### config.mk
export PLATFORM = sky130hd
export DESIGN_NAME = mfo_frame_option
export DESIGN_NICKNAME = d
export VERILOG_FILES = /design/src/logic/mfo_pkg.sv /design/src/logic/mfo_frame_option.sv
export VERILOG_INCLUDE_DIRS = /design/src /design/src/logic
export SDC_FILE = /design/constraint.sdc
export NUM_CORES = 1
export LEC_CHECK = 0
export BUFFER_PORTS_ARGS = -buffer_cell sky130_fd_sc_hd__buf_2
export CORE_MARGIN = 3
export CORE_UTILIZATION = 45
export CTS_BUF_LIST = sky130_fd_sc_hd__clkbuf_8
export DETAILED_ROUTE_END_ITERATION = 8
export HOLD_SLACK_MARGIN = 0.08
export PLACE_DENSITY = 0.74
export SYNTH_ARGS = -nofsm -noshare
export SYNTH_HDL_FRONTEND = slang
export SYNTH_SLANG_ARGS = --single-unit
### constraint.sdc
create_clock -name pclk -period 2.56 [get_ports pclk]
set_clock_uncertainty 0.15 [all_clocks]
set_input_delay 0.512 -clock pclk [delete_from_list [all_inputs] [get_ports pclk]]
set_output_delay 0.512 -clock pclk [all_outputs]
set_load 0.05 [all_outputs]
### src/logic/mfo_defines.svh
// Offsets, field positions, reset values and timing counts of the MAC frame option block
`ifndef MFO_DEFINES_SVH
`define MFO_DEFINES_SVH

// ----------------------------------------------------------------
// Register byte offsets (configuration and gap alias in bits 3:2)
// ----------------------------------------------------------------
`define MFO_OFS_CFG        6'h00
`define MFO_OFS_GAP        6'h10
`define MFO_OFS_IRQ_STAT   6'h20
`define MFO_OFS_IRQ_MASK   6'h24

// ----------------------------------------------------------------
// Configuration field positions
// ----------------------------------------------------------------
`define MFO_B_DEFER_NOLIM  14
`define MFO_B_BP_SKIP      13
`define MFO_B_COL_SKIP     12
`define MFO_B_PRE_LEN      9
`define MFO_B_PRE_PURE     8
`define MFO_B_PAD_DETECT   7
`define MFO_B_PAD_TAGGED   6
`define MFO_B_PAD_ON       5
`define MFO_B_CRC_ON       4
`define MFO_B_DUPLEX       0

// ----------------------------------------------------------------
// Reset values and implemented-bit masks
// ----------------------------------------------------------------
`define MFO_CFG_RESET      32'h0000_40B2
`define MFO_CFG_IMPL       32'h0000_73FF
`define MFO_GAP_RESET      32'h0000_0012
`define MFO_GAP_IMPL       32'h0000_007F
`define MFO_IRQ_IMPL       32'h0000_0007

// ----------------------------------------------------------------
// Frame constants
// ----------------------------------------------------------------
`define MFO_PRE_OCTET      8'h55
`define MFO_PRE_MAX_LEN    4'hC
`define MFO_TAG_HI         8'h81
`define MFO_TAG_LO         8'h00
`define MFO_TAG_POS_HI     4'hC
`define MFO_TAG_POS_LO     4'hD
`define MFO_GAP_ADD_FULL   8'h03
`define MFO_GAP_ADD_HALF   8'h06

`endif

### src/logic/mfo_pkg.sv
// Types shared by the MAC frame option block
package mfo_pkg;

    // Register alias selected by address bits 3:2
    typedef enum logic [1:0] {
        MFO_AL_WRITE = 2'b00,
        MFO_AL_CLEAR = 2'b01,
        MFO_AL_SET   = 2'b10,
        MFO_AL_INV   = 2'b11
    } mfo_alias_e;

    // Padding behaviour handed to the transmit path
    typedef enum logic [1:0] {
        MFO_PAD_NONE     = 2'b00,
        MFO_PAD_UNTAGGED = 2'b01,
        MFO_PAD_TAGGED   = 2'b10
    } mfo_pad_e;

    // Transmit-side events from the MAC core
    typedef struct packed {
        logic       defer_limit;
        logic       collision;
        logic       backpressure;
        logic       sof;
        logic       eof;
        logic       byte_valid;
        logic [7:0] byte_data;
        logic       nibble_tick;
    } mfo_tx_ev_s;

    // Receive preamble octets from the MAC core
    typedef struct packed {
        logic       valid;
        logic [7:0] octet;
        logic       err;
        logic       sfd;
    } mfo_rx_pre_s;

endpackage : mfo_pkg

### src/logic/mfo_frame_option.sv
// MAC frame option configuration: APB registers plus the frame decisions they steer
// Operation
// - Defer control set means defer forever; clear means abort at deferral limit.
// - Backpressure skip set retries at once after self-caused backpressure collision.
// - Collision skip set retries at once; clear applies exponential backoff.
// - Length check accepts only receive preambles shorter than 12 octets.
// - Content check discards frames with any preamble octet not 0x55 or errored.
// - Pad detect classifies frame tagged when octets after source equal 0x8100.
// - Tagged pad control is ignored while padding is off; pad detect still drives frame_tagged.
// - Minimum gap after each transmitted packet comes from a 7-bit nibble field.
// - 16-bit and 32-bit accesses work on all aliases; 8-bit ones are ignored.
// - Unimplemented configuration bits read as zero.
//
// Design decisions made here: the APB slave port and the register addresses.
`include "mfo_defines.svh"
`timescale 1ns/1ns
`default_nettype none

module mfo_frame_option
    import mfo_pkg::*;
(
    // Clock, reset, clock enable
    input  wire logic        pclk,
    input  wire logic        presetn,
    input  wire logic        ce,
    // APB slave
    input  wire logic        psel,
    input  wire logic        penable,
    input  wire logic        pwrite,
    input  wire logic [5:0]  paddr,
    input  wire logic [31:0] pwdata,
    input  wire logic [3:0]  pstrb,
    output logic      [31:0] prdata,
    output logic             pready,
    output logic             pslverr,
    // MAC core events
    input  wire mfo_tx_ev_s  tx_ev,
    input  wire mfo_rx_pre_s rx_pre,
    // Decisions to the MAC core
    output logic             tx_abort,
    output logic             retry_immediate,
    output logic             retry_backoff,
    output logic             rx_drop,
    output mfo_pad_e         pad_mode,
    output logic             frame_tagged,
    output logic             checksum_append_on,
    output logic             gap_open,
    // Interrupt
    output logic             irq
);

    // ----------------------------------------------------------------
    // Register storage and bus decode
    // ----------------------------------------------------------------
    logic [31:0] cfg_q;
    logic [31:0] gap_q;
    logic [31:0] stat_q;
    logic [31:0] mask_q;
    logic [2:0]  ev_set;

    logic        access;
    logic        done;
    logic        size_ok;
    logic        hit_cfg;
    logic        hit_gap;
    logic        hit_stat;
    logic        hit_mask;
    logic        mapped;
    logic [31:0] lane_mask;
    mfo_alias_e  alias_sel;

    // Named views of the configuration bits
    logic defer_without_limit;
    logic backpressure_skip_backoff;
    logic collision_skip_backoff;
    logic preamble_length_check;
    logic preamble_content_check;
    logic frame_type_pad_detect;
    logic tagged_frame_pad;
    logic padding_on;
    logic duplex_select;
    logic [6:0] transmit_gap_field;

    assign defer_without_limit       = cfg_q[`MFO_B_DEFER_NOLIM];
    assign backpressure_skip_backoff = cfg_q[`MFO_B_BP_SKIP];
    assign collision_skip_backoff    = cfg_q[`MFO_B_COL_SKIP];
    assign preamble_length_check     = cfg_q[`MFO_B_PRE_LEN];
    assign preamble_content_check    = cfg_q[`MFO_B_PRE_PURE];
    assign frame_type_pad_detect     = cfg_q[`MFO_B_PAD_DETECT];
    assign tagged_frame_pad          = cfg_q[`MFO_B_PAD_TAGGED];
    assign padding_on                = cfg_q[`MFO_B_PAD_ON];
    assign duplex_select             = cfg_q[`MFO_B_DUPLEX];
    assign transmit_gap_field        = gap_q[6:0];

    // Access phase completes on the cycle pready is high
    assign access    = psel & penable;
    assign done      = access & pready;
    assign alias_sel = mfo_alias_e'(paddr[3:2]);
    assign hit_cfg   = (paddr[5:4] == `MFO_OFS_CFG >> 4);
    assign hit_gap   = (paddr[5:4] == `MFO_OFS_GAP >> 4);
    assign hit_stat  = (paddr == `MFO_OFS_IRQ_STAT);
    assign hit_mask  = (paddr == `MFO_OFS_IRQ_MASK);
    assign mapped    = (paddr[1:0] == 2'b00) & (hit_cfg | hit_gap | hit_stat | hit_mask);

    // Word or aligned halfword strobes only; byte writes are ignored
    assign size_ok   = (pstrb == 4'b1111) | (pstrb == 4'b0011) | (pstrb == 4'b1100);
    assign lane_mask = {{8{pstrb[3]}}, {8{pstrb[2]}}, {8{pstrb[1]}}, {8{pstrb[0]}}};

    // Alias arithmetic: only bits written as one move under set, clear, invert
    function automatic logic [31:0] apply_alias(input logic [31:0] old_v,
                                                input logic [31:0] wd,
                                                input logic [31:0] m,
                                                input mfo_alias_e  al,
                                                input logic [31:0] impl);
        logic [31:0] r;
        r = old_v;
        case (al)
            MFO_AL_WRITE: r = (old_v & ~m) | (wd & m);
            MFO_AL_CLEAR: r = old_v & ~(wd & m);
            MFO_AL_SET:   r = old_v | (wd & m);
            MFO_AL_INV:   r = old_v ^ (wd & m);
            default:      r = old_v;
        endcase
        return r & impl;
    endfunction

    // ----------------------------------------------------------------
    // APB handshake: one wait state, answer registered
    // ----------------------------------------------------------------
    always_ff @(posedge pclk or negedge presetn) begin
        if (!presetn) begin
            pready  <= 1'b0;
            pslverr <= 1'b0;
            prdata  <= 32'h0000_0000;
        end else if (ce) begin
            pready  <= access & ~pready;
            pslverr <= access & ~pready & ~mapped;
            if (access & ~pready & ~pwrite) begin
                if (hit_cfg && mapped) begin
                    prdata <= cfg_q;
                end else if (hit_gap && mapped) begin
                    prdata <= gap_q;
                end else if (hit_stat) begin
                    prdata <= stat_q;
                end else if (hit_mask) begin
                    prdata <= mask_q;
                end else begin
                    prdata <= 32'h0000_0000;
                end
            end
        end
    end

    // Configuration register with its three aliases
    always_ff @(posedge pclk or negedge presetn) begin
        if (!presetn) begin
            cfg_q <= `MFO_CFG_RESET;
        end else if (ce && done && pwrite && size_ok && hit_cfg && mapped) begin
            cfg_q <= apply_alias(cfg_q, pwdata, lane_mask, alias_sel, `MFO_CFG_IMPL);
        end
    end

    // Gap register with its three aliases
    always_ff @(posedge pclk or negedge presetn) begin
        if (!presetn) begin
            gap_q <= `MFO_GAP_RESET;
        end else if (ce && done && pwrite && size_ok && hit_gap && mapped) begin
            gap_q <= apply_alias(gap_q, pwdata, lane_mask, alias_sel, `MFO_GAP_IMPL);
        end
    end

    // Interrupt mask, plain write
    always_ff @(posedge pclk or negedge presetn) begin
        if (!presetn) begin
            mask_q <= 32'h0000_0000;
        end else if (ce && done && pwrite && size_ok && hit_mask) begin
            mask_q <= ((mask_q & ~lane_mask) | (pwdata & lane_mask)) & `MFO_IRQ_IMPL;
        end
    end

    // Sticky status: a read clears only the bits it returned, so a set wins
    assign ev_set = {retry_immediate, rx_drop, tx_abort};
    always_ff @(posedge pclk or negedge presetn) begin
        if (!presetn) begin
            stat_q <= 32'h0000_0000;
        end else if (ce) begin
            if (done && !pwrite && hit_stat) begin
                stat_q <= (stat_q & ~prdata) | {29'h0000_0000, ev_set};
            end else begin
                stat_q <= stat_q | {29'h0000_0000, ev_set};
            end
        end
    end

    // Level interrupt from the unmasked sticky bits
    always_ff @(posedge pclk or negedge presetn) begin
        if (!presetn) begin
            irq <= 1'b0;
        end else if (ce) begin
            irq <= |(stat_q & mask_q);
        end
    end

    // ----------------------------------------------------------------
    // Deferral and collision decisions
    // ----------------------------------------------------------------
    // One-cycle pulses, one cycle after the core event
    always_ff @(posedge pclk or negedge presetn) begin
        if (!presetn) begin
            tx_abort        <= 1'b0;
            retry_immediate <= 1'b0;
            retry_backoff   <= 1'b0;
        end else if (ce) begin
            tx_abort        <= tx_ev.defer_limit & ~defer_without_limit;
            retry_immediate <= tx_ev.collision &
                               (collision_skip_backoff |
                                (backpressure_skip_backoff & tx_ev.backpressure));
            retry_backoff   <= tx_ev.collision & ~collision_skip_backoff &
                               ~(backpressure_skip_backoff & tx_ev.backpressure);
        end
    end

    // ----------------------------------------------------------------
    // Receive preamble checks
    // ----------------------------------------------------------------
    logic [3:0] pre_len_q;
    logic       pre_bad_q;

    // Length saturates so long preambles cannot wrap back to legal
    always_ff @(posedge pclk or negedge presetn) begin
        if (!presetn) begin
            pre_len_q <= 4'h0;
            pre_bad_q <= 1'b0;
        end else if (ce) begin
            if (rx_pre.sfd) begin
                pre_len_q <= 4'h0;
                pre_bad_q <= 1'b0;
            end else if (rx_pre.valid) begin
                if (pre_len_q != `MFO_PRE_MAX_LEN) begin
                    pre_len_q <= pre_len_q + 4'h1;
                end
                if (rx_pre.err || rx_pre.octet != `MFO_PRE_OCTET) begin
                    pre_bad_q <= 1'b1;
                end
            end
        end
    end

    // Verdict taken when the frame delimiter ends the preamble
    always_ff @(posedge pclk or negedge presetn) begin
        if (!presetn) begin
            rx_drop <= 1'b0;
        end else if (ce) begin
            rx_drop <= rx_pre.sfd &
                       ((preamble_length_check & (pre_len_q == `MFO_PRE_MAX_LEN)) |
                        (preamble_content_check & pre_bad_q));
        end
    end

    // ----------------------------------------------------------------
    // Tagged frame detection and pad selection
    // ----------------------------------------------------------------
    logic [3:0] tx_pos_q;
    logic       tag_hi_q;
    logic       tagged_q;

    // Octet position counter saturates past the type field
    always_ff @(posedge pclk or negedge presetn) begin
        if (!presetn) begin
            tx_pos_q <= 4'h0;
            tag_hi_q <= 1'b0;
            tagged_q <= 1'b0;
        end else if (ce) begin
            if (tx_ev.sof) begin
                tx_pos_q <= 4'h0;
                tag_hi_q <= 1'b0;
                tagged_q <= 1'b0;
            end else if (tx_ev.byte_valid && tx_pos_q != 4'hF) begin
                tx_pos_q <= tx_pos_q + 4'h1;
                if (tx_pos_q == `MFO_TAG_POS_HI) begin
                    tag_hi_q <= (tx_ev.byte_data == `MFO_TAG_HI);
                end
                if (tx_pos_q == `MFO_TAG_POS_LO) begin
                    tagged_q <= tag_hi_q & (tx_ev.byte_data == `MFO_TAG_LO);
                end
            end
        end
    end

    // Pad mode: detection counts only while enabled; all needs padding on
    always_ff @(posedge pclk or negedge presetn) begin
        if (!presetn) begin
            pad_mode     <= MFO_PAD_UNTAGGED;
            frame_tagged <= 1'b0;
        end else if (ce) begin
            frame_tagged <= frame_type_pad_detect & tagged_q;
            if (!padding_on) begin
                pad_mode <= MFO_PAD_NONE;
            end else if (frame_type_pad_detect) begin
                pad_mode <= tagged_q ? MFO_PAD_TAGGED : MFO_PAD_UNTAGGED;
            end else if (tagged_frame_pad) begin
                pad_mode <= MFO_PAD_TAGGED;
            end else begin
                pad_mode <= MFO_PAD_UNTAGGED;
            end
        end
    end

    // Checksum append as a registered level
    always_ff @(posedge pclk or negedge presetn) begin
        if (!presetn) begin
            checksum_append_on <= 1'b1;
        end else if (ce) begin
            checksum_append_on <= cfg_q[`MFO_B_CRC_ON];
        end
    end

    // ----------------------------------------------------------------
    // Back-to-back interpacket gap
    // ----------------------------------------------------------------
    logic [7:0] gap_cnt_q;
    logic [7:0] gap_load;

    // Field plus duplex offset gives the gap in nibble times
    assign gap_load = {1'b0, transmit_gap_field} +
                      (duplex_select ? `MFO_GAP_ADD_FULL : `MFO_GAP_ADD_HALF);

    // Counter loads at packet end and counts nibble ticks to zero
    always_ff @(posedge pclk or negedge presetn) begin
        if (!presetn) begin
            gap_cnt_q <= 8'h00;
        end else if (ce) begin
            if (tx_ev.eof) begin
                gap_cnt_q <= gap_load;
            end else if (tx_ev.nibble_tick && gap_cnt_q != 8'h00) begin
                gap_cnt_q <= gap_cnt_q - 8'h01;
            end
        end
    end

    // Gap open only once the whole count has elapsed
    always_ff @(posedge pclk or negedge presetn) begin
        if (!presetn) begin
            gap_open <= 1'b1;
        end else if (ce) begin
            gap_open <= ~tx_ev.eof & ((gap_cnt_q == 8'h00) |
                        ((gap_cnt_q == 8'h01) & tx_ev.nibble_tick));
        end
    end

endmodule // mfo_frame_option

`default_nettype wire

Word level (Yosys, flattened, before mapping)
Cells that the tools add are included.

word-level totals
  flip-flop bits (word level) = 118
  bits of input ports = 74
  output and inout bits = 44
  logic and storage cells = 161

operators by class
  add/subtract/negate cells = 4
  equal/unequal tests = 17
  multiplexer cells = 28
  bitwise gates (word level) = 53
  reduce and logical (&&, ||, !) cells = 37

operator list
  cell                number
  $mux 32             4
  $or 32x3->32        2
  $pmux 15 s4         1
  $and 15x15->15      3
  $and 32x3->32       1
  $and 32x32->32      1
  $not 32->32         1
  $reduce_or 32->1    1
  $not 15->15         2
  $or 15x15->15       2
  $pmux 7 s4          1
  $eq 4x4->1 const B  5
  $mux 4              5
  $and 1x1->1         18
  $logic_not 8->1     2
  $mux 8              2
  $xor 15x15->15      1
  $and 7x7->7         2
  $logic_and 1x1->1   14
  $or 7x7->7          2
  $reduce_bool 2->1   7
  $eq 6x6->1 const B  2
  $reduce_and 3->1    4
  $mux 1              9
  other kinds (22)    47

Logic depth before layout (Yosys ltp)
  depth in word-level cells = 8
  mapped depth = 8

Worst setup path before layout
OpenSTA, ideal clock, no wires.

  kind = input -> register
  from = input pstrb[3]
  to = register (tool-made name)
  data arrival time = 1647 ps
  required time = 2285 ps
  setup slack = 638 ps
  stages on the path = 5
  cell sequence = or2_2 a21oi_4 nand2_1 nor4_4 mux2_2

RTL lines
  what                line                    RTL
  start: declaration  mfo_frame_option.sv:32  input wire logic [3:0] pstrb,

Final worst setup path
  from = register gap_cnt_q[0]
  to = register gap_cnt_q[7]

between the ends
  word-level cells in the longest chain between the ends = 4

RTL lines
  what                                                                 line                     RTL
  start: declaration                                                   mfo_frame_option.sv:321  logic [7:0] gap_cnt_q;
  start signal: assignment                                             mfo_frame_option.sv:334  gap_cnt_q <= gap_load;
  start signal: assignment                                             mfo_frame_option.sv:336  gap_cnt_q <= gap_cnt_q - 8'h01;
  parallel branches: the longest is 4 deep, another holds $sub 8x1->8  n/a

Parallel ways; which one is timed is not known. The select of a mux whose other input is x is not followed.
A chain may end at the register's enable or synchronous reset.

==> results.sh <==
export IMPL_status="complete, no violations"
export IMPL_antenna_found_initial=0
export IMPL_firstDrtPassIters=5
export IMPL_syn_avg_cell_area_um2=10.2
export IMPL_hold_path_depth=2
export IMPL_p_sw_share_pct=27.7
export IMPL_powerDensity_nw_per_um2=575
export IMPL_synth_edff_count=0
export IMPL_drive_gt1_share_pct=23.9
export IMPL_pwr_share_comb_pct=11.5
export IMPL_critical_path_max_fanout=9
export IMPL_synthCells=623
export IMPL_placed_area_um2=7050
export IMPL_leakage_nw=3.55
export IMPL_tns_ps=0
export IMPL_ys_ff_latch=118
export IMPL_grt_pass1_vias=5341
export IMPL_syn_to_final_growth_pct=18.2
export IMPL_p_clk_share_pct=42.1
export IMPL_seqPwrFrac_pct=46.4
export IMPL_grt_setup_unrepaired="no"
export IMPL_grt_usage_pct=20.3
export IMPL_max_vdd_ir_drop_v=0.000308
export IMPL_route_final_wire_length_mm=15.3
export IMPL_ys_warn_count=0
export IMPL_whs_ps=164
export IMPL_syn_area_um2=6320
export IMPL_finalInstanceArea_um2=7480
export IMPL_start_util_pct=46.8
export IMPL_first_iter_violations=443
export IMPL_timing_rr_start="gap_cnt_q[0]"
export IMPL_ys_types=64
export IMPL_period_needed_ps=2170
export IMPL_synthArstFlopShare_pct=100
export IMPL_nFillCells=1143
export IMPL_crit_path_start_kind="flop"
export IMPL_ant_nets=0
export IMPL_clock_latency_ps=440
export IMPL_regArea_um2=2970
export IMPL_vias_per_cell=5.69
export IMPL_finalNonFillerCells=916
export IMPL_timing_final_crit_share_pct=84.6
export IMPL_whs_endpoint="pre_len_q[3]"
export IMPL_crit_required_ps=2730
export IMPL_numCtsBuffers=17
export IMPL_numPortBuffers=98
export IMPL_clock_fmax_mhz=462
export IMPL_cts_num_sinks=118
export IMPL_overflow=0
export IMPL_core_um2=13500
export IMPL_gp_congestion=0.905
export IMPL_multi_input_area_um2=3050
export IMPL_maxCapViolCount=0
export IMPL_slew_headroom_pct=52.5
export IMPL_chipWidth_um=125
export IMPL_hold_start="rx_pre[0]"
export IMPL_grt_pass1_wl_mm=25.8
export IMPL_reg2regPathDepth=6
export IMPL_fin_util_pct=55.4
export IMPL_diodes=0
export IMPL_io_pins=118
export IMPL_cts_root_buf="clkbuf_8"
export IMPL_synth_main_ff_cell="dfrtp_1"
export IMPL_dp_hpwl_mm=11.2
export IMPL_post_cts_resize_count=0
export IMPL_clk_path_buf_depth=2
export IMPL_worstSetupPathType="flop to flop"
export IMPL_num_nets_final=845
export IMPL_cts_setup_buffers=0
export IMPL_p_int_mw=3.11
export IMPL_cts_tree="yes"
export IMPL_setup_violations=0
export IMPL_row_count=42
export IMPL_vias=5209
export IMPL_clk_pin_slew_ps=80
export IMPL_regToRegEndpoint="gap_cnt_q[7]"
export IMPL_grt_max_degree=58
export IMPL_p_sw_mw=1.19
export IMPL_dieArea_um2=15500
export IMPL_routedWlPerCell_um=16.7
export IMPL_route_detailed_drc=0
export IMPL_dp_cells=883
export IMPL_hold_violations=0
export IMPL_seq_area_frac_synth_pct=46.9
export IMPL_end_kind="flop"
export IMPL_tightest_slew_ps=710
export IMPL_slew_violations=0
export IMPL_synth_fp_nets=741
export IMPL_arrival_ps=2340
export IMPL_htreeDepth=4
export IMPL_timing_hold_worst_class="input pin to flop"
export IMPL_die_h_um=125
export IMPL_ff2ff_setup_slack_ps=390
==> synthesized netlist by cell type (4+ instances only) <==
cell type | number | area [um2]
a22o_1 | 22 | 193
nand2_1 | 77 | 289
xor2_1 | 5 | 43.8
clkbuf_1 | 14 | 52.6
mux4_2 | 4 | 90.1
a21o_1 | 6 | 45.0
o211ai_1 | 4 | 30.0
nor3_1 | 6 | 30.0
mux2_2 | 6 | 67.6
inv_1 | 42 | 158
nor2_1 | 32 | 120
mux2i_1 | 19 | 190
buf_2 | 10 | 50.1
nor4_1 | 4 | 25.0
nor2b_1 | 4 | 25.0
a21boi_0 | 29 | 218
o31ai_1 | 5 | 37.5
o21ai_0 | 50 | 250
a21oi_1 | 32 | 160
ha_1 | 44 | 551
dfrtp_1 | 108 | 2700
a211oi_1 | 7 | 52.6
dfstp_2 | 10 | 263
nand3_1 | 12 | 60.1
a22oi_1 | 9 | 67.6
==> cell type report <==
type / instances / share of cell area, %
repair buffers: 115 / 8.84
multi-input cells: 432 / 40.8
clock buffers: 18 / 3.31
well taps: 176 / 2.95
inverters: 43 / 2.16
clock inverters: 14 / 2.31
flip-flops and latches: 118 / 39.7
==> worst max-delay path by stage <==
stage / start / end / slack (ps) / cells past startpoint
6_report: gap_cnt_q[0] / gap_cnt_q[7] / 390 / 6
5_1_grt: gap_cnt_q[0] / gap_cnt_q[7] / 260 / 6
4_1_cts: gap_cnt_q[0] / gap_cnt_q[7] / 420 / 6
3_3_place_gp: paddr[1] / gap_q[3] / 340 / 6
3_5_place_dp: paddr[1] / flop / 280 / 5
2_1_floorplan: pstrb[3] / flop / 640 / 5
==> repair_timing <==
item,in CTS,in global routing
hold endpoints to repair,38,0
endpoints found under the setup margin,0,0
hold buffers,1,0
==> through the flow <==
| step | worst slack (ps) | total power [mW] |
|---|---|---|
| 2_1_floorplan | 638 | 2.32 |
| 3_3_place_gp | 337 | 2.49 |
| 3_5_place_dp | 283 | 2.52 |
| 4_1_cts | 417 | 4.32 |
| 5_1_grt | 262 | 4.48 |
| 6_report | 393 | 4.30 |
==> kinds of logic after synthesis <==
| family | synth area share [%] |
|---|---|
| compound gates | 20.6 |
| xor+xnor | 0.970 |
| flops | 46.9 |
| fa+ha+maj | 8.71 |
| buf+inv | 4.89 |
| mux | 5.50 |
| simple gates | 12.4 |
==> critical path, stage by stage (launching register included) <==
cell and delay (ps):
dfrtp_1 430, inv_1 130, ha_1 210, nor4b_1 460, a21oi_2 220, nor3b_1 190, a221o_1 270
==> metal layers <==
metal	GRT usage [%]	vias up	wire, um
met3	5.06	43	973
met5	0	-	0
met4	8.32	0	482
met1	25.7	2544	6540
li1	-	2436	-
met2	33.3	186	7320
==> cells in the final DEF (no fill, tap or decap), types with 4 or more instances in the layout <==
cell | synthesis | layout
buf_2 | 10 | 97
dfstp_2 | 10 | 10
o211ai_1 | 4 | 4
nor4_1 | 4 | 4
dfrtp_1 | 108 | 108
a21boi_0 | 29 | 29
nor3_1 | 6 | 6
xor2_1 | 5 | 5
a22o_1 | 22 | 22
nand2_1 | 77 | 77
buf_4 | 2 | 14
mux2_2 | 6 | 6
nor2_1 | 32 | 32
clkbuf_8 | 0 | 18
inv_6 | 0 | 4
a21o_1 | 6 | 6
mux2i_1 | 19 | 19
a211oi_1 | 7 | 7
ha_1 | 44 | 44
nand3_1 | 12 | 12
nor2b_1 | 4 | 4
a22oi_1 | 9 | 9
o21ai_0 | 50 | 50
o31ai_1 | 5 | 5
inv_1 | 42 | 43
clkinvlp_4 | 0 | 4
mux4_2 | 4 | 4
a21oi_1 | 32 | 32
==> power by group through the flow <==
stage / logic, mW / registers [mW] / clock network, mW
finish: 0.493 / 1.99 / 1.81
floorplan: 0.285 / 2.04 / 0
global placement: 0.463 / 2.02 / 0
CTS: 0.494 / 1.99 / 1.84
global route: 0.549 / 2.00 / 1.93
detailed placement: 0.491 / 2.03 / 0
Note: power is estimated with default switching activity, not from simulation.
